<file path="config.mk">
export PLATFORM = sky130hd
export DESIGN_NAME = dsacr_config_regs
export DESIGN_NICKNAME = d
export VERILOG_FILES = /design/src/hdl/dsacr_pkg.sv /design/src/hdl/dsacr_config_regs.sv /design/src/hdl/dsacr_out_delay.sv /design/src/hdl/dsacr_alarm_ac.sv
export VERILOG_INCLUDE_DIRS = /design/src /design/src/hdl
export SDC_FILE = /design/constraint.sdc
export NUM_CORES = 1
export LEC_CHECK = 0
export ABC_AREA = 1
export ABC_CLOCK_PERIOD_IN_PS = 1670
export BUFFER_PORTS_ARGS = -buffer_cell sky130_fd_sc_hd__buf_4
export CORE_MARGIN = 2
export CORE_UTILIZATION = 40
export CTS_BUF_LIST = sky130_fd_sc_hd__clkbuf_8
export DETAILED_ROUTE_END_ITERATION = 10
export SETUP_SLACK_MARGIN = 0.15
export SYNTH_ARGS = -nofsm -noshare
export SYNTH_HDL_FRONTEND = slang
export SYNTH_HIERARCHICAL = 1
export SYNTH_SLANG_ARGS = --single-unit
export TNS_END_PERCENT = 1
</file>
<file path="constraint.sdc">
create_clock -name clk_sys_i -period 1.67 [get_ports clk_sys_i]
set_clock_uncertainty 0.05 [all_clocks]
set_input_delay 0.2505 -clock clk_sys_i [delete_from_list [all_inputs] [get_ports clk_sys_i]]
set_output_delay 0.2505 -clock clk_sys_i [all_outputs]
set_load 0.005 [all_outputs]
</file>
<file path="src/hdl/dsacr_cfg.svh">
// Offsets, field positions, reset values and counts of the config bank
//
// Summary of operation
// Sync request bit 5 asserts software sync
// Sync select bit 4 replaces frame strobe
// Latency field 1:0 delays samples 0-3
// Bit 7: clear alarms after 64 good
// Offset 4:2, reset 100, loads read pointer
// Bit 1 enables two-away pointer alarms
// Bit 0 enables one-away pointer alarms
// Channel A scale 7:4, reset 1111
// Channel B scale 3:0, reset 1111
// Temperature is eight-bit two's complement Celsius
// Host reads temperature with slow clock
// Temperature at 0x05 is read only
// Resets 0x00, 0x10, 0xFF, 0x00
// Unused bits are storage, reset zero
// Mask register: seven mask bits, reset zero
// Masked alarm kept off the pin
// Selected sync reloads read pointer offset
// Software sync is a level
// New alarm restarts good-sample count
`ifndef DSACR_CFG_SVH
`define DSACR_CFG_SVH

// ************************************************************
// Register offsets
// ************************************************************
`define DSACR_ADDR_SYNC_LAT 5'h02
`define DSACR_ADDR_FIFO_ALM 5'h03
`define DSACR_ADDR_SCALE 5'h04
`define DSACR_ADDR_TEMP 5'h05
`define DSACR_ADDR_MASK 5'h06

// ************************************************************
// Field positions
// ************************************************************
`define DSACR_SIF_SYNC_BIT 5
`define DSACR_SIF_SYNC_EN_BIT 4
`define DSACR_OUT_DLY_MSB 1
`define DSACR_OUT_DLY_LSB 0
`define DSACR_AUTOCLR_BIT 7
`define DSACR_OFFSET_MSB 4
`define DSACR_OFFSET_LSB 2
`define DSACR_ALM_TWO_BIT 1
`define DSACR_ALM_ONE_BIT 0
`define DSACR_SCALE_A_MSB 7
`define DSACR_SCALE_A_LSB 4
`define DSACR_SCALE_B_MSB 3
`define DSACR_SCALE_B_LSB 0
`define DSACR_MASK_MSB 6
`define DSACR_INSTR_RW_BIT 7

// ************************************************************
// Reset values and counts
// ************************************************************
`define DSACR_RST_SYNC_LAT 8'h00
`define DSACR_RST_FIFO_ALM 8'h10
`define DSACR_RST_SCALE 8'hFF
`define DSACR_RST_MASK 8'h00
`define DSACR_GOOD_RUN 7'h40
`define DSACR_TEMP_SCLK_MIN_NS 1000

`endif

</file>
<file path="src/hdl/dsacr_pkg.sv">
// Types shared by the config bank and its helper modules
package dsacr_pkg;

  // Serial port states, Gray coded along idle, instruction, data
  typedef enum logic [1:0] {
    DSACR_ST_IDLE = 2'b00,
    DSACR_ST_INSTR = 2'b01,
    DSACR_ST_DATA = 2'b11
  } dsacr_sif_state_t;

  // One sample for each converter
  typedef struct packed {
    logic [15:0] chan_a;
    logic [15:0] chan_b;
  } dsacr_sample_t;

  // Output current steps for both converters
  typedef struct packed {
    logic [3:0] scale_a;
    logic [3:0] scale_b;
  } dsacr_scale_t;

  // Sync towards the FIFO read side
  typedef struct packed {
    logic level;
    logic load;
    logic [2:0] offset;
  } dsacr_sync_t;

endpackage

</file>
<file path="src/hdl/dsacr_config_regs.sv">
// Serial-port config bank: sync, latency, alarms, scale, temperature
`timescale 1ns/1ps
`include "dsacr_cfg.svh"
module dsacr_config_regs
  import dsacr_pkg::*;
(
  input wire logic clk_sys_i,
  input wire logic reset_n_i,
  // Serial control interface pins
  input wire logic sif_clk_i,
  input wire logic sif_enable_n_i,
  input wire logic sdio_i,
  output logic sdio_o,
  output logic sdio_oe_n_o,
  // External frame strobe pin
  input wire logic frame_sync_i,
  // Multi-device sync enable from the main control register
  input wire logic multi_sync_en_i,
  // Raw temperature sensor code, asynchronous
  input wire logic [7:0] temp_sensor_i,
  // Sample path
  input wire dsacr_sample_t sample_i,
  output dsacr_sample_t sample_o,
  // Alarm path, same clock domain
  input wire logic [6:0] alarm_event_i,
  input wire logic [6:0] alarm_sw_clear_i,
  input wire logic good_sample_i,
  output logic [6:0] alarm_latched_o,
  output logic alarm_output_pin_o,
  // Towards FIFO and analog core
  output dsacr_sync_t fifo_sync_o,
  output dsacr_scale_t current_scale_o
);

  // ************************************************************
  // Pin synchronisers
  // ************************************************************

  // Bit layout of the synchronised pin vector
  localparam int P_SCLK = 11;
  localparam int P_EN_N = 10;
  localparam int P_SDIO = 9;
  localparam int P_FRAME = 8;
  // Enable idles high, so it resets high to look like no frame
  localparam logic [11:0] PIN_RST = 12'h400;

  wire [11:0] pin_raw = {sif_clk_i, sif_enable_n_i, sdio_i,
                         frame_sync_i, temp_sensor_i};
  logic [11:0] pin_sync;

  genvar gp;
  generate
    for (gp = 0; gp < 12; gp = gp + 1) begin : g_sync
      logic meta_reg;
      logic sync_reg;
      // Two flops per pin; only the second is read
      always_ff @(posedge clk_sys_i or negedge reset_n_i) begin
        if (!reset_n_i) begin
          meta_reg <= PIN_RST[gp];
          sync_reg <= PIN_RST[gp];
        end else begin
          meta_reg <= pin_raw[gp];
          sync_reg <= meta_reg;
        end
      end
      assign pin_sync[gp] = sync_reg;
    end
  endgenerate

  wire sclk_s = pin_sync[P_SCLK];
  wire en_n_s = pin_sync[P_EN_N];
  wire sdio_s = pin_sync[P_SDIO];
  wire frame_s = pin_sync[P_FRAME];
  wire [7:0] temp_s = pin_sync[7:0];

  // ************************************************************
  // Configuration registers
  // ************************************************************

  logic [7:0] sync_lat_reg;   // Sync request, sync select, latency
  logic [7:0] fifo_alm_reg;   // Autoclear, offset, distance alarms
  logic [7:0] scale_reg;      // Current steps for A and B
  logic [7:0] mask_reg;       // Pin mask for the seven alarms
  logic [7:0] temp_hold_reg;  // Settled temperature code
  logic [7:0] temp_prev_reg;  // Last synchronised temperature code

  // ************************************************************
  // Serial port state
  // ************************************************************

  dsacr_sif_state_t state_reg;
  dsacr_sif_state_t state_next;
  logic [2:0] bit_cnt_reg;    // Bits taken in the current byte
  logic [2:0] bit_cnt_next;
  logic [7:0] shift_in_reg;   // Incoming bits, MSB first
  logic [7:0] shift_in_next;
  logic rw_reg;               // High for a read transfer
  logic rw_next;
  logic [4:0] addr_reg;       // Current register address
  logic [4:0] addr_next;
  logic [7:0] rd_shift_reg;   // Outgoing bits, MSB first
  logic [7:0] rd_shift_next;
  logic drive_reg;            // Device owns the data pin
  logic drive_next;
  logic sclk_prev_reg;        // Serial clock one cycle ago

  // Edges of the synchronised serial clock
  wire sclk_rise = sclk_s & ~sclk_prev_reg;
  wire sclk_fall = ~sclk_s & sclk_prev_reg;
  // Byte with the new bit appended
  wire [7:0] shift_word = {shift_in_reg[6:0], sdio_s};
  // Eighth rising edge closes a byte
  wire byte_done = sclk_rise & (bit_cnt_reg == 3'h7);
  wire in_data = (state_reg == DSACR_ST_DATA);
  wire [4:0] addr_inc = addr_reg + 5'h01;

  // Read view of one address; unmapped addresses read as zero
  function automatic logic [7:0] reg_read(input logic [4:0] a);
    logic [7:0] v;
    v = 8'h00;
    case (a)
      `DSACR_ADDR_SYNC_LAT: v = sync_lat_reg;
      `DSACR_ADDR_FIFO_ALM: v = fifo_alm_reg;
      `DSACR_ADDR_SCALE: v = scale_reg;
      `DSACR_ADDR_TEMP: v = temp_hold_reg;
      `DSACR_ADDR_MASK: v = mask_reg;
      default: v = 8'h00;
    endcase
    return v;
  endfunction

  // First read byte comes from the address in the instruction,
  // later ones from the next address up
  wire [7:0] rd_first = reg_read(shift_word[4:0]);
  wire [7:0] rd_follow = reg_read(addr_inc);

  // ************************************************************
  // Serial port next-state logic
  // ************************************************************
  always_comb begin
    state_next = state_reg;
    bit_cnt_next = bit_cnt_reg;
    shift_in_next = shift_in_reg;
    rw_next = rw_reg;
    addr_next = addr_reg;
    rd_shift_next = rd_shift_reg;
    drive_next = drive_reg;
    if (en_n_s) begin
      // Frame ended: back to idle, clear the bit count and release the pin
      state_next = DSACR_ST_IDLE;
      bit_cnt_next = 3'h0;
      drive_next = 1'b0;
    end else begin
      case (state_reg)
        DSACR_ST_IDLE: begin
          // Enable must lead the first clock by one system cycle
          state_next = DSACR_ST_INSTR;
          bit_cnt_next = 3'h0;
        end
        DSACR_ST_INSTR: begin
          if (sclk_rise) begin
            shift_in_next = shift_word;
            bit_cnt_next = bit_cnt_reg + 3'h1;
          end
          if (byte_done) begin
            // Instruction complete: direction and address known
            rw_next = shift_word[`DSACR_INSTR_RW_BIT];
            addr_next = shift_word[4:0];
            rd_shift_next = rd_first;
            drive_next = shift_word[`DSACR_INSTR_RW_BIT];
            state_next = DSACR_ST_DATA;
          end
        end
        DSACR_ST_DATA: begin
          if (sclk_rise) begin
            shift_in_next = shift_word;
            bit_cnt_next = bit_cnt_reg + 3'h1;
          end
          if (byte_done) begin
            // Stream on to the next address
            addr_next = addr_inc;
            rd_shift_next = rd_follow;
          end else if (sclk_fall && rw_reg && bit_cnt_reg != 3'h0) begin
            // Host took a bit on the rising edge, show the next one
            rd_shift_next = {rd_shift_reg[6:0], 1'b0};
          end
        end
        default: begin
          state_next = DSACR_ST_IDLE;
          bit_cnt_next = 3'h0;
          drive_next = 1'b0;
        end
      endcase
    end
  end

  // Serial port flops
  always_ff @(posedge clk_sys_i or negedge reset_n_i) begin
    if (!reset_n_i) begin
      state_reg <= DSACR_ST_IDLE;
      bit_cnt_reg <= 3'h0;
      shift_in_reg <= 8'h00;
      rw_reg <= 1'b0;
      addr_reg <= 5'h00;
      rd_shift_reg <= 8'h00;
      drive_reg <= 1'b0;
      sclk_prev_reg <= 1'b0;
    end else begin
      state_reg <= state_next;
      bit_cnt_reg <= bit_cnt_next;
      shift_in_reg <= shift_in_next;
      rw_reg <= rw_next;
      addr_reg <= addr_next;
      rd_shift_reg <= rd_shift_next;
      drive_reg <= drive_next;
      sclk_prev_reg <= sclk_s;
    end
  end

  assign sdio_o = rd_shift_reg[7];
  // Enable is active low while the device drives the pin
  assign sdio_oe_n_o = ~drive_reg;

  // ************************************************************
  // Register write decode
  // ************************************************************

  // A write lands when the last bit of a data byte arrives
  wire wr_strobe = in_data & byte_done & ~rw_reg;
  wire wr_sync_lat = wr_strobe & (addr_reg == `DSACR_ADDR_SYNC_LAT);
  wire wr_fifo_alm = wr_strobe & (addr_reg == `DSACR_ADDR_FIFO_ALM);
  wire wr_scale = wr_strobe & (addr_reg == `DSACR_ADDR_SCALE);
  wire wr_mask = wr_strobe & (addr_reg == `DSACR_ADDR_MASK);
  // Writes to the temperature address fall through and are lost

  // Writable registers keep all eight bits, unused ones included
  always_ff @(posedge clk_sys_i or negedge reset_n_i) begin
    if (!reset_n_i) begin
      sync_lat_reg <= `DSACR_RST_SYNC_LAT;
      fifo_alm_reg <= `DSACR_RST_FIFO_ALM;
      scale_reg <= `DSACR_RST_SCALE;
      mask_reg <= `DSACR_RST_MASK;
    end else begin
      if (wr_sync_lat) begin
        sync_lat_reg <= shift_word;
      end
      if (wr_fifo_alm) begin
        fifo_alm_reg <= shift_word;
      end
      if (wr_scale) begin
        scale_reg <= shift_word;
      end
      if (wr_mask) begin
        mask_reg <= shift_word;
      end
    end
  end

  // ************************************************************
  // Temperature capture
  // ************************************************************

  // Sensor bits are synchronised one by one and may tear while the
  // code moves; only a code seen twice in a row is taken. A slow
  // host clock gives the value time to settle before it is read.
  wire temp_stable = (temp_s == temp_prev_reg);

  always_ff @(posedge clk_sys_i or negedge reset_n_i) begin
    if (!reset_n_i) begin
      temp_prev_reg <= 8'h00;
      temp_hold_reg <= 8'h00;
    end else begin
      temp_prev_reg <= temp_s;
      if (temp_stable) begin
        temp_hold_reg <= temp_s;
      end
    end
  end

  // ************************************************************
  // Sync source selection and read-pointer load
  // ************************************************************

  // Fields of the sync and latency register
  wire sif_sync = sync_lat_reg[`DSACR_SIF_SYNC_BIT];
  wire sif_sync_sel = sync_lat_reg[`DSACR_SIF_SYNC_EN_BIT];
  wire [1:0] out_delay =
    sync_lat_reg[`DSACR_OUT_DLY_MSB:`DSACR_OUT_DLY_LSB];

  // Software sync replaces the frame strobe entirely when selected
  wire sync_sel = sif_sync_sel ? sif_sync : frame_s;
  logic sync_prev_reg;
  logic [4:0] fifo_sync_reg;

  // Only a rising level loads, so a held request gives one load
  wire sync_rise = sync_sel & ~sync_prev_reg;
  wire load_now = multi_sync_en_i & sync_rise;
  wire [2:0] fifo_offset =
    fifo_alm_reg[`DSACR_OFFSET_MSB:`DSACR_OFFSET_LSB];

  always_ff @(posedge clk_sys_i or negedge reset_n_i) begin
    if (!reset_n_i) begin
      sync_prev_reg <= 1'b0;
      fifo_sync_reg <= 5'h00;
    end else begin
      sync_prev_reg <= sync_sel;
      fifo_sync_reg <= {sync_sel, load_now, fifo_offset};
    end
  end

  assign fifo_sync_o = dsacr_sync_t'(fifo_sync_reg);

  // ************************************************************
  // Current scale outputs
  // ************************************************************

  // Step n gives n+1 sixteenths of full scale in the analog core
  assign current_scale_o.scale_a =
    scale_reg[`DSACR_SCALE_A_MSB:`DSACR_SCALE_A_LSB];
  assign current_scale_o.scale_b =
    scale_reg[`DSACR_SCALE_B_MSB:`DSACR_SCALE_B_LSB];

  // ************************************************************
  // Output latency
  // ************************************************************

  // Latency is applied to both channels together
  dsacr_out_delay u_out_delay (
    .clk_sys_i(clk_sys_i),
    .reset_n_i(reset_n_i),
    .delay_sel_i(out_delay),
    .sample_i(sample_i),
    .sample_o(sample_o)
  );

  // ************************************************************
  // Alarm handling
  // ************************************************************

  dsacr_alarm_ac u_alarm (
    .clk_sys_i(clk_sys_i),
    .reset_n_i(reset_n_i),
    .alarm_event_i(alarm_event_i),
    .alarm_sw_clear_i(alarm_sw_clear_i),
    .good_sample_i(good_sample_i),
    .near_collision_one_alarm_en_i(fifo_alm_reg[`DSACR_ALM_ONE_BIT]),
    .near_collision_two_alarm_en_i(fifo_alm_reg[`DSACR_ALM_TWO_BIT]),
    .good_sample_autoclear_en_i(fifo_alm_reg[`DSACR_AUTOCLR_BIT]),
    .mask_i(mask_reg[`DSACR_MASK_MSB:0]),
    .alarm_latched_o(alarm_latched_o),
    .alarm_output_pin_o(alarm_output_pin_o)
  );

endmodule

</file>
<file path="src/hdl/dsacr_out_delay.sv">
// Selectable output latency line for the converter samples
`timescale 1ns/1ps
module dsacr_out_delay
  import dsacr_pkg::*;
(
  input wire logic clk_sys_i,
  input wire logic reset_n_i,
  input wire logic [1:0] delay_sel_i,
  input wire dsacr_sample_t sample_i,
  output dsacr_sample_t sample_o
);

  // Stage 0 is the input itself, stages 1..3 are flops
  dsacr_sample_t stage [0:3];
  dsacr_sample_t out_reg;

  assign stage[0] = sample_i;

  // ************************************************************
  // Delay stages
  // ************************************************************
  genvar gi;
  generate
    for (gi = 1; gi < 4; gi = gi + 1) begin : g_stage
      dsacr_sample_t stage_reg;
      // Shift one stage per clock
      always_ff @(posedge clk_sys_i or negedge reset_n_i) begin
        if (!reset_n_i) begin
          stage_reg <= '0;
        end else begin
          stage_reg <= stage[gi-1];
        end
      end
      assign stage[gi] = stage_reg;
    end
  endgenerate

  // Output flop adds one fixed cycle on top of the chosen tap
  always_ff @(posedge clk_sys_i or negedge reset_n_i) begin
    if (!reset_n_i) begin
      out_reg <= '0;
    end else begin
      out_reg <= stage[delay_sel_i];
    end
  end

  assign sample_o = out_reg;

endmodule

</file>
<file path="src/hdl/dsacr_alarm_ac.sv">
// Alarm latch, pin masking and good-sample automatic clearing
`timescale 1ns/1ps
`include "dsacr_cfg.svh"
module dsacr_alarm_ac
  import dsacr_pkg::*;
(
  input wire logic clk_sys_i,
  input wire logic reset_n_i,
  input wire logic [6:0] alarm_event_i,
  input wire logic [6:0] alarm_sw_clear_i,
  input wire logic good_sample_i,
  input wire logic near_collision_one_alarm_en_i,
  input wire logic near_collision_two_alarm_en_i,
  input wire logic good_sample_autoclear_en_i,
  input wire logic [6:0] mask_i,
  output logic [6:0] alarm_latched_o,
  output logic alarm_output_pin_o
);

  logic [6:0] latched_reg;
  logic [6:0] latched_next;
  logic [6:0] good_cnt_reg;
  logic [6:0] good_cnt_next;
  logic pin_reg;

  // Pointer-distance alarms only count when enabled
  wire [6:0] gate = {5'h1F, near_collision_two_alarm_en_i,
                     near_collision_one_alarm_en_i};
  wire [6:0] event_g = alarm_event_i & gate;
  wire any_event = |event_g;
  // Run of good samples ends the latched alarms
  wire run_done = good_sample_autoclear_en_i & good_sample_i &
                  (good_cnt_reg == (`DSACR_GOOD_RUN - 7'h01));
  wire [6:0] clr = alarm_sw_clear_i | {7{run_done}};

  // A new event wins over any clear in the same cycle
  assign latched_next = (latched_reg & ~clr) | event_g;

  // Counter restarts on every new alarm, so the run is unbroken
  assign good_cnt_next = (any_event | run_done |
                          !good_sample_autoclear_en_i) ? 7'h00 :
                         good_sample_i ? good_cnt_reg + 7'h01 :
                         good_cnt_reg;

  // ************************************************************
  // State
  // ************************************************************
  always_ff @(posedge clk_sys_i or negedge reset_n_i) begin
    if (!reset_n_i) begin
      latched_reg <= 7'h00;
      good_cnt_reg <= 7'h00;
      pin_reg <= 1'b0;
    end else begin
      latched_reg <= latched_next;
      good_cnt_reg <= good_cnt_next;
      pin_reg <= |(latched_next & ~mask_i);
    end
  end

  assign alarm_latched_o = latched_reg;
  assign alarm_output_pin_o = pin_reg;

endmodule

</file>
==> impl_metrics.yaml, run 1 <==
outcome:
  outcome: "finished with violations"
  violations: "negative setup slack"
clock_network:
  cts_num_sinks: 248
  clockBufferDepth: 3
  clockRootBuffer: "clkbuf_8"
  clk_latency_ps: 550
  cts_inserted_buffers: 42
  clkTransAtPathRegs_ps: 60
  htree_levels: 2
  cts_tree: "yes"
floorplan:
  start_util_pct: 40.6
  core-area_mm2: 0.0259
  dieArea_mm2: 0.0276
  die_x_um: 166
  dieHeight_um: 166
  ios: 117
  rows: 59
synth:
  syn-num-nets: 1230
  synthArstFlopShare_pct: 100
  synth.distinct_cells: 38
  avgSynthCellArea_um2: 9.10
  synth_edf_count: 0
  yosysMostFrequentCell: "nand2_1"
  synth.largest_area_cell: "dfrtp_1"
  synth_cells: 1156
  yosysWarnings: 6
  synth_seq_cells: 248
  yosysSeqAreaShare_pct: 59.1
  synth_ff_type: "dfrtp_1"
  synth_area_leaders: "dfrtp_1 (56%), nand2_1 (13%), inv_1 (6.4%), nand3_1 (4.9%), dfstp_2 (2.7%)"
  synthTopCellsByCount: "nand2_1 (359), dfrtp_1 (237), inv_1 (179), nand3_1 (103), nor2_1 (53)"
  synth_top_area_share_pct: 56.3
  syn_area_mm2: 0.0105
placed_design:
  hpwl_mm: 17.7
  io_buffers: 116
  gp_congestion: 0.908
  dp_slack_ps: -152
  dp.cells: 1653
finish:
  fillCellCount: 2331
  final_nets: 1500
  area_delta_synth_final_pct: 33.4
  multi_input_area_mm2: 0.00353
  seq_area_mm2: 0.00622
  largest_reg_flops: 96
  antenna_cells: 0
  layout-drive-gt1-share_pct: 25.4
  stdcell_count: 1793
detailed_routing:
  vias_per_cell: 4.54
  drt_first_iter_violations: 448
  first_pass_iters: 4
  drc: 0
  wl_per_cell_um: 14.4
  final_antenna_net_count: 0
  drt_wl_total_mm: 25.8
  num_vias: 8143
pwr:
  power.leakage_nw: 7.14
  ir_drop_mv: 0.691
  power_mw: 13.8
  power_density_mw_per_mm2: 982
worst_setup_path:
  rr_endpoint: "rd_shift_reg[0]$_DFFE_PN0P_"
  cpPeakStageDelay_ps: 410
  crit_fanout: 8
  critPathLaunchType: "flip-flop"
  cp-end-kind: "flip-flop"
  crit_arrival_ps: 2220
  cp_cell_sequence: "ha_4 > nand3_2 > nand2_2 > nand2_4 > nor2_8 > o21ai_4 > a21oi_4 > buf_12 > nand2_1 > a21oi_2"
  timing.rr.start: "addr_reg[0]$_DFFE_PN0P_"
  path_class: "reg2reg"
  rrSetupSlack_ps: -130
  reg2reg_depth: 10
  worstPathRequired_ps: 2090
  cpMaxStageDelayCell: "dfrtp_2"
timing:
  rsz0062_at_grt: "yes"
  period_needed_ps: 1800
  fmax_mhz: 555
  slew_viol_final: 0
  relSlewSlack_pct: 72.1
  worst_pin_slew_ps: 418
  setup_viol: 21
  finalCritPeriodShare_pct: 108
  hold_viol_final: 0
  worst_slack_ps: -131
min_path:
  hp-class: "in2async"
global_route:
  gr-usage-all-layers_pct: 19.0
  antenna_found_initial: 0
  grt_pass1_vias: 8251
  grt_max_degree: 64
  grt_pass1_wl_mm: 42.6
  overflow: 0
run:
  max-cap-violations: 0
cell usage in the layout (no fill, tap or decap), types with 3 or more instances in the layout:
master and instances:
nand2_1 343, dfrtp_1 233, inv_1 184, buf_4 169, nand3_1 98, dlygate4sd3_1 61, clkbuf_8 58, nor2_1 50
o21ai_0 37, nand2_2 29, o21ai_1 20, buf_6 15, nand4_1 14, a21oi_1 14, nand3_2 11, dfstp_2 11
inv_2 10, xor2_1 10, buf_12 9, a21oi_2 8, o21a_1 7, ha_1 7, nor2_4 6, nor2_2 5
clkinv_2 5, nand2_4 4, nor3_2 4, nor3_1 4, dfrtp_2 4, nor2_8 3, ha_2 3
what timing repair did:
action,in CTS,in global routing
endpoints found under the setup margin,67,82
setup buffers,2,1
gates resized for setup,23,36
pin swaps,22,16
hold endpoints to repair,334,0
hold buffers,61,0
critical path, delay by kind of cell (launching register included):
| family | cells | cell delay (ps) |
|---|---|---|
| buffers and inverters | 1 | 140 |
| DFF | 1 | 410 |
| AOI/OAI and AO/OA | 3 | 370 |
| adders and majority gates | 1 | 170 |
| and+or+nand+nor | 5 | 580 |
per-stage QoR:
stage / utilization [%] / hold WS [ps] / cell area [µm²] / setup TNS [ps]
floorplan: - / -95.1 / 10500 / -29.7
global placement: 47.4 / 123 / 12300 / -1620
detailed placement: 47.4 / 128 / 12300 / -1790
CTS: 53.7 / 125 / 13900 / -1560
global route: 54.2 / 137 / 14000 / -4280
finish: 54.2 / 138 / 14000 / -1470
final cells by class:
class                      instances  area share (%)
sequential                       248            44.3
multi-input combinational        692            25.1
timing repair buffer             255            16.0
clock buffer                      58            5.69
inverter                         187            5.05
tap                              335            2.99
clock inverter                    18           0.855
power breakdown:
group | total [mW] | switching, mW | leakage (nW) | internal, mW
sequential | 6.64 | 0.237 | 3.00 | 6.40
clock | 5.73 | 2.47 | 0.506 | 3.26
combinational | 1.41 | 0.772 | 3.64 | 0.643
total | 13.8 | 3.48 | 7.14 | 10.3
kinds of logic (layout without fill, tap and decap cells):
| kind of cell | count (synthesis) | in the layout | synth area share (%) |
|---|---|---|---|
| simple gates | 576 | 576 | 24.6 |
| flops | 248 | 248 | 59.1 |
| buf+inv | 216 | 518 | 8.76 |
| compound gates | 92 | 92 | 5.06 |
| fa+ha+maj | 12 | 12 | 1.43 |
| xor+xnor | 11 | 11 | 0.915 |
| mux | 1 | 1 | 0.0951 |
worst max path at each step:
stage	from	end	depth (start not counted)
after floorplan	addr_reg[0]$_DFFE_PN0P_	rd_shift_reg[1]$_DFFE_PN0P_	10
after global placement	bit_cnt_reg[0]$_DFFE_PN0P_	rd_shift_reg[7]$_DFFE_PN0P_	10
after detailed placement	addr_reg[0]$_DFFE_PN0P_	rd_shift_reg[3]$_DFFE_PN0P_	9
after CTS	addr_reg[0]$_DFFE_PN0P_	rd_shift_reg[6]$_DFFE_PN0P_	11
after global routing	addr_reg[0]$_DFFE_PN0P_	rd_shift_reg[3]$_DFFE_PN0P_	12
final	addr_reg[0]$_DFFE_PN0P_	rd_shift_reg[0]$_DFFE_PN0P_	10
layer usage:
metal | wire length, µm | vias to the layer above | part of all wire [%] | GRT usage, %
met5 | 0 | - | 0 | 0
met1 | 11800 | 3782 | 46 | 25.7
met3 | 1180 | 50 | 4.6 | 3.43
li1 | - | 4117 | - | -
met2 | 12000 | 194 | 47 | 31.1
met4 | 713 | 0 | 2.8 | 6.75
Note: power is estimated with default switching activity, not from simulation.
==> run 2, diff against run 1 <==
--- a/config.mk
+++ b/config.mk
@@ -13,7 +13,9 @@
 export CORE_UTILIZATION = 40
 export CTS_BUF_LIST = sky130_fd_sc_hd__clkbuf_8
 export DETAILED_ROUTE_END_ITERATION = 10
+export RECOVER_POWER = 100
 export SETUP_SLACK_MARGIN = 0.15
+export SKIP_CTS_REPAIR_TIMING = 1
 export SYNTH_ARGS = -nofsm -noshare
 export SYNTH_HDL_FRONTEND = slang
 export SYNTH_HIERARCHICAL = 1
==> run 2 against run 1 <==
- the run still ends with negative setup slack left
- non-clock buffer count unchanged
- sequential power about the same
- critical path depth up 3
- worst hold slack better by 150 ps
- final cell count unchanged
- critical path type unchanged
- largest cell class unchanged
==> impl_metrics.yaml, run 2 (same netlist as run 1, synthesis figures left out) <==
min_path:
  worst_hold_path.num_cells: 0
  hp-class: "reg2reg"
timing:
  finalSetupTns_ps: -1690
  slew_viol_final: 0
  relSlewSlack_pct: 24.0
  period_needed_ps: 1830
  finalCritPeriodShare_pct: 109
  worst_slack_ps: -157
  hold_viol_final: 0
  setup_viol: 24
  rsz0062_at_grt: "yes"
  fmax_mhz: 547
  worst_pin_slew_ps: 1140
clock_network:
  cts_num_sinks: 248
  htree_levels: 2
  cts_tree: "yes"
  clockRootBuffer: "clkbuf_8"
  clockBufferDepth: 3
  cts_inserted_buffers: 42
  clkTransAtPathRegs_ps: 60
  clk_latency_ps: 550
global_route:
  grt_max_degree: 64
  overflow: 0
  gr-usage-all-layers_pct: 18.7
  antenna_found_initial: 0
  grt_pass1_vias: 8031
  grt_pass1_wl_mm: 41.7
floorplan:
  rows: 59
  start_util_pct: 40.6
  ios: 117
  die_x_um: 166
  core-area_mm2: 0.0259
  dieArea_mm2: 0.0276
  dieHeight_um: 166
worst_setup_path:
  cp-end-kind: "flip-flop"
  rrSetupSlack_ps: -160
  reg2reg_depth: 13
  path_class: "reg2reg"
  crit_arrival_ps: 2200
  critPathLaunchType: "flip-flop"
  worstPathRequired_ps: 2040
  timing.rr.start: "addr_reg[0]$_DFFE_PN0P_"
  cp-endpoint: "rd_shift_reg[3]$_DFFE_PN0P_"
  crit_fanout: 5
  rr_endpoint: "rd_shift_reg[3]$_DFFE_PN0P_"
  crit_start: "addr_reg[0]$_DFFE_PN0P_"
detailed_routing:
  wl_per_cell_um: 14.3
  drt_first_iter_violations: 500
  num_vias: 8131
  final_antenna_net_count: 0
  first_pass_iters: 5
  drt_wl_total_mm: 25.7
  vias_per_cell: 4.53
  drc: 0
placed_design:
  io_buffers: 116
  dpl_cell_area_mm2: 0.0123
  dp_slack_ps: -152
  dp.cells: 1653
  hpwl_mm: 17.7
  gp_congestion: 0.908
finish:
  final_common_cell: "nand2_1"
  final_nets: 1500
  area_delta_synth_final_pct: 32.1
  layout-drive-gt1-share_pct: 23.5
  mostFrequentLayoutCells: "nand2_1 (343), dfrtp_1 (233), inv_1 (185)"
  fillCellCount: 2355
  multi_input_area_mm2: 0.00347
  fin_area_mm2: 0.0139
  stdcell_count: 1793
  antenna_cells: 0
  seq_area_mm2: 0.00622
  largest_reg_flops: 96
pwr:
  ir_drop_mv: 0.692
  power_density_mw_per_mm2: 987
  power.leakage_nw: 7.06
run:
  max-cap-violations: 0
outcome:
  outcome: "finished with violations"
  violations: "negative setup slack"
-- run 2: changes by cell type in the layout (fill, tap and decap cells not counted), sizes merged --
cell    delta
buf       -99
clkbuf    +99
-- run 2: where the power goes --
| group | total (mW) | internal, mW | switching [mW] | leakage, nW |
|---|---|---|---|---|
| Combinational | 1.37 | 0.607 | 0.761 | 3.55 |
| Sequential | 6.63 | 6.40 | 0.233 | 3.00 |
| Clock | 5.71 | 3.26 | 2.45 | 0.506 |
-- run 2: critical path: stages, from the launching register on --
cell	delay, ps
dfrtp_2	440
ha_4	190
nand3_2	90
nand2_2	70
nand2_4	130
nor2_8	60
buf_12	130
buf_4	130
nand3_1	60
nand2_1	60
nor2_1	100
nand2_1	80
nand2_2	70
a21oi_2	50
-- run 2: area by class of cell --
type	count	area share, %
Clock buffer	58	5.74
Clock inverter	18	0.864
Inverter	187	5.10
Multi-Input combinational cell	692	25.0
Sequential cell	248	44.8
Tap cell	335	3.02
Timing Repair Buffer	255	15.5
-- run 2: stage by stage --
stage	hold slack, ps	power, mW	utilization, %
2_1_floorplan	-95.1	7.27	-
3_5_place_dp	128	8.05	47.4
4_1_cts	-467	13.9	51.0
6_report	293	13.7	53.6
5_1_grt	287	14.4	53.6
3_3_place_gp	123	8.02	47.4
-- run 2: layer usage --
metal	vias to the layer above	GRT usage, %	wire [µm]
li1	4116	-	-
met1	3764	25.3	11900
met2	199	30.0	12000
met3	52	3.91	1110
met4	0	6.63	720
met5	-	0	0
-- run 2: worst min path at each step --
stage / start / to
6_report: g_sync[2].meta_reg$_DFF_PN0_ / g_sync[2].sync_reg$_DFF_PN0_
5_1_grt: sample_i[23] / u_out_delay/g_stage[1].stage_reg[23]$_DFF_PN0_
4_1_cts: reset_n_i / g_sync[4].meta_reg$_DFF_PN0_
3_5_place_dp: reset_n_i / g_sync[5].meta_reg$_DFF_PN0_
3_3_place_gp: reset_n_i / g_sync[4].meta_reg$_DFF_PN0_
2_1_floorplan: reset_n_i / addr_reg[0]$_DFFE_PN0P_
==> run 3, diff against run 2 <==
--- a/config.mk
+++ b/config.mk
@@ -7,12 +7,13 @@
 export NUM_CORES = 1
 export LEC_CHECK = 0
 export ABC_AREA = 1
-export ABC_CLOCK_PERIOD_IN_PS = 1670
-export BUFFER_PORTS_ARGS = -buffer_cell sky130_fd_sc_hd__buf_4
+export ABC_CLOCK_PERIOD_IN_PS = 1500
 export CORE_MARGIN = 2
-export CORE_UTILIZATION = 40
+export CORE_UTILIZATION = 59
 export CTS_BUF_LIST = sky130_fd_sc_hd__clkbuf_8
 export DETAILED_ROUTE_END_ITERATION = 10
+export DONT_BUFFER_PORTS = 1
+export PLACE_DENSITY = 0.78
 export RECOVER_POWER = 100
 export SETUP_SLACK_MARGIN = 0.15
 export SKIP_CTS_REPAIR_TIMING = 1
==> constraint.sdc (replaced) <==
create_clock -name clk_sys_i -period 1.5 [get_ports clk_sys_i]
set_clock_uncertainty 0.05 [all_clocks]
set_input_delay 0.225 -clock clk_sys_i [delete_from_list [all_inputs] [get_ports clk_sys_i]]
set_output_delay 0.225 -clock clk_sys_i [all_outputs]
set_load 0.005 [all_outputs]
==> run 3 against run 2 <==
- the run ends with negative hold slack, negative setup slack left
- combinational power fell by 6%
- fmax increased by 2.8%
- cell area fell by 7.1%
- critical path depth decreased by 2
- global-route usage up 7.4 points
- clock power decreased by 4.2%
- wire length up 0.50%
- critical path type unchanged
- critical endpoint is now addr_reg[2]$_DFFE_PN0P_
- highest routed layer unchanged
==> impl_metrics.yaml, run 3 (same netlist as run 1, synthesis figures left out) <==
worst_setup_path:
  rrSetupSlack_ps: -280
  cp-end-kind: "flip-flop"
  critPathLaunchType: "flip-flop"
  path_class: "reg2reg"
  crit_fanout: 8
  critPathBufInv: 4
  crit_arrival_ps: 2170
  cp_num_cells: 11
  cp-endpoint: "addr_reg[2]$_DFFE_PN0P_"
  crit_start: "state_reg[1]$_DFFE_PN0P_"
  cp_top_family: "simple AND/OR/NAND/NOR gates"
  rr_endpoint: "addr_reg[2]$_DFFE_PN0P_"
  cpMaxStageDelayCell: "dfrtp_1"
  cp_cell_sequence: "inv_2 > ha_2 > inv_2 > nor2_4 > nor2_2 > buf_4 > nor2_4 > nand2_1 > inv_2 > nand2_1 > o21ai_1"
  reg2reg_depth: 11
  timing.rr.start: "state_reg[1]$_DFFE_PN0P_"
  worstPathRequired_ps: 1900
  cpMostUsedCell: "inv_2"
  cpPeakStageDelay_ps: 420
pwr:
  power_density_mw_per_mm2: 1100
  ir_drop_mv: 1.11
  power.leakage_nw: 6.53
  power_mw: 14.2
finish:
  largest_reg_flops: 96
  final_util_pct: 74.4
  fillCellCount: 1180
  antenna_cells: 0
  layout-drive-gt1-share_pct: 19.1
  final_common_cell: "nand2_1"
  final_nets: 1388
  mostFrequentLayoutCells: "nand2_1 (351), dfrtp_1 (233), inv_1 (186)"
  area_delta_synth_final_pct: 22.7
  stdcell_count: 1567
  fin_area_mm2: 0.0129
global_route:
  overflow: 0
  grt_pass1_vias: 7651
  grt_pass1_wl_mm: 38.2
  gr-usage-all-layers_pct: 26.2
  grt_max_degree: 249
  antenna_found_initial: 0
timing:
  worst_pin_slew_ps: 446
  slew_viol_final: 0
  setup_viol: 56
  period_needed_ps: 1780
  finalSetupTns_ps: -7440
  fmax_mhz: 562
  hold_viol_final: 248
  finalCritPeriodShare_pct: 119
  rsz0062_at_grt: "yes"
  holdWs_ps: -660
  worst_slack_ps: -278
  relSlewSlack_pct: 70.3
floorplan:
  core-area_mm2: 0.0174
  dieHeight_um: 138
  dieArea_mm2: 0.0189
  die_x_um: 138
  ios: 117
  rows: 48
  start_util_pct: 60.6
placed_design:
  io_buffers: 0
  dp_slack_ps: -338
  dp.cells: 1428
  hpwl_mm: 16.2
  gp_congestion: 0.906
  dpl_cell_area_mm2: 0.0112
clock_network:
  clk_latency_ps: 540
  htree_levels: 2
  cts_tree: "yes"
  clkTransAtPathRegs_ps: 60
  clockRootBuffer: "clkbuf_8"
  cts_num_sinks: 248
  clockBufferDepth: 3
  cts_inserted_buffers: 38
detailed_routing:
  final_antenna_net_count: 0
  drt_first_iter_violations: 447
  first_pass_iters: 5
  drc: 0
  drt_wl_total_mm: 25.8
  vias_per_cell: 5.18
  wl_per_cell_um: 16.5
  num_vias: 8122
run:
  max-cap-violations: 0
outcome:
  violations: "negative hold slack, negative setup slack"
  outcome: "finished with violations"
min_path:
  hp-class: "in2async"
-- run 3: cell types whose count changed in the layout (fill, tap and decap cells not counted), moves of 3 or more --
| cell | before | now |
|---|---|---|
| a21oi_1 | 13 | 10 |
| buf_4 | 73 | 69 |
| clkbuf_1 | 14 | 0 |
| clkbuf_2 | 5 | 1 |
| clkbuf_4 | 80 | 0 |
| clkbuf_8 | 58 | 47 |
| inv_2 | 9 | 13 |
| nand2_1 | 343 | 351 |
| nand2_2 | 28 | 21 |
| nor2_1 | 52 | 41 |
| nor2_2 | 3 | 13 |
| o21ai_0 | 38 | 29 |
| o21ai_1 | 19 | 27 |
-- run 3: final cells by class --
cell class / instances / area (µm²) / share of cell area, %
multi-input combinational: 693 / 3580 / 27.7
clock inverter: 21 / 106 / 0.824
sequential: 248 / 6220 / 48.2
tap: 225 / 282 / 2.18
timing repair buffer: 146 / 1370 / 10.6
clock buffer: 47 / 647 / 5.01
inverter: 187 / 711 / 5.50
-- run 3: layer usage --
layer	vias up	share of wire, %	global-route usage (%)
met5	-	0	0
met4	0	2.3	8.25
met3	45	5.7	6.36
met2	253	51	43.0
met1	3927	41	34.6
li1	3897	-	-
-- run 3: how the worst min path moves through the flow --
stage	end	slack, ps	cells past startpoint
after global routing	g_sync[3].meta_reg$_DFF_PN0_	-690	0
final	g_sync[3].meta_reg$_DFF_PN0_	-660	0
after global placement	g_sync[0].meta_reg$_DFF_PN0_	-110	0
after CTS	u_out_delay/g_stage[1].stage_reg[9]$_DFF_PN0_	-690	0
after floorplan	addr_reg[0]$_DFFE_PN0P_	-120	0
after detailed placement	g_sync[7].meta_reg$_DFF_PN0_	-110	0
-- run 3: worst reg2reg max path, stage by stage, from the launching register on --
cell     delay, ps
dfrtp_1        420
inv_2           70
ha_2           180
inv_2           60
nor2_4         110
nor2_2          70
buf_4          150
nor2_4         110
nand2_1        150
inv_2          180
nand2_1         70
o21ai_1         70
-- run 3: where the power goes --
part           internal (mW)  switching (mW)
Clock                   2.86            2.61
Combinational          0.569           0.726
Sequential              7.13           0.325
Total                   10.6            3.67
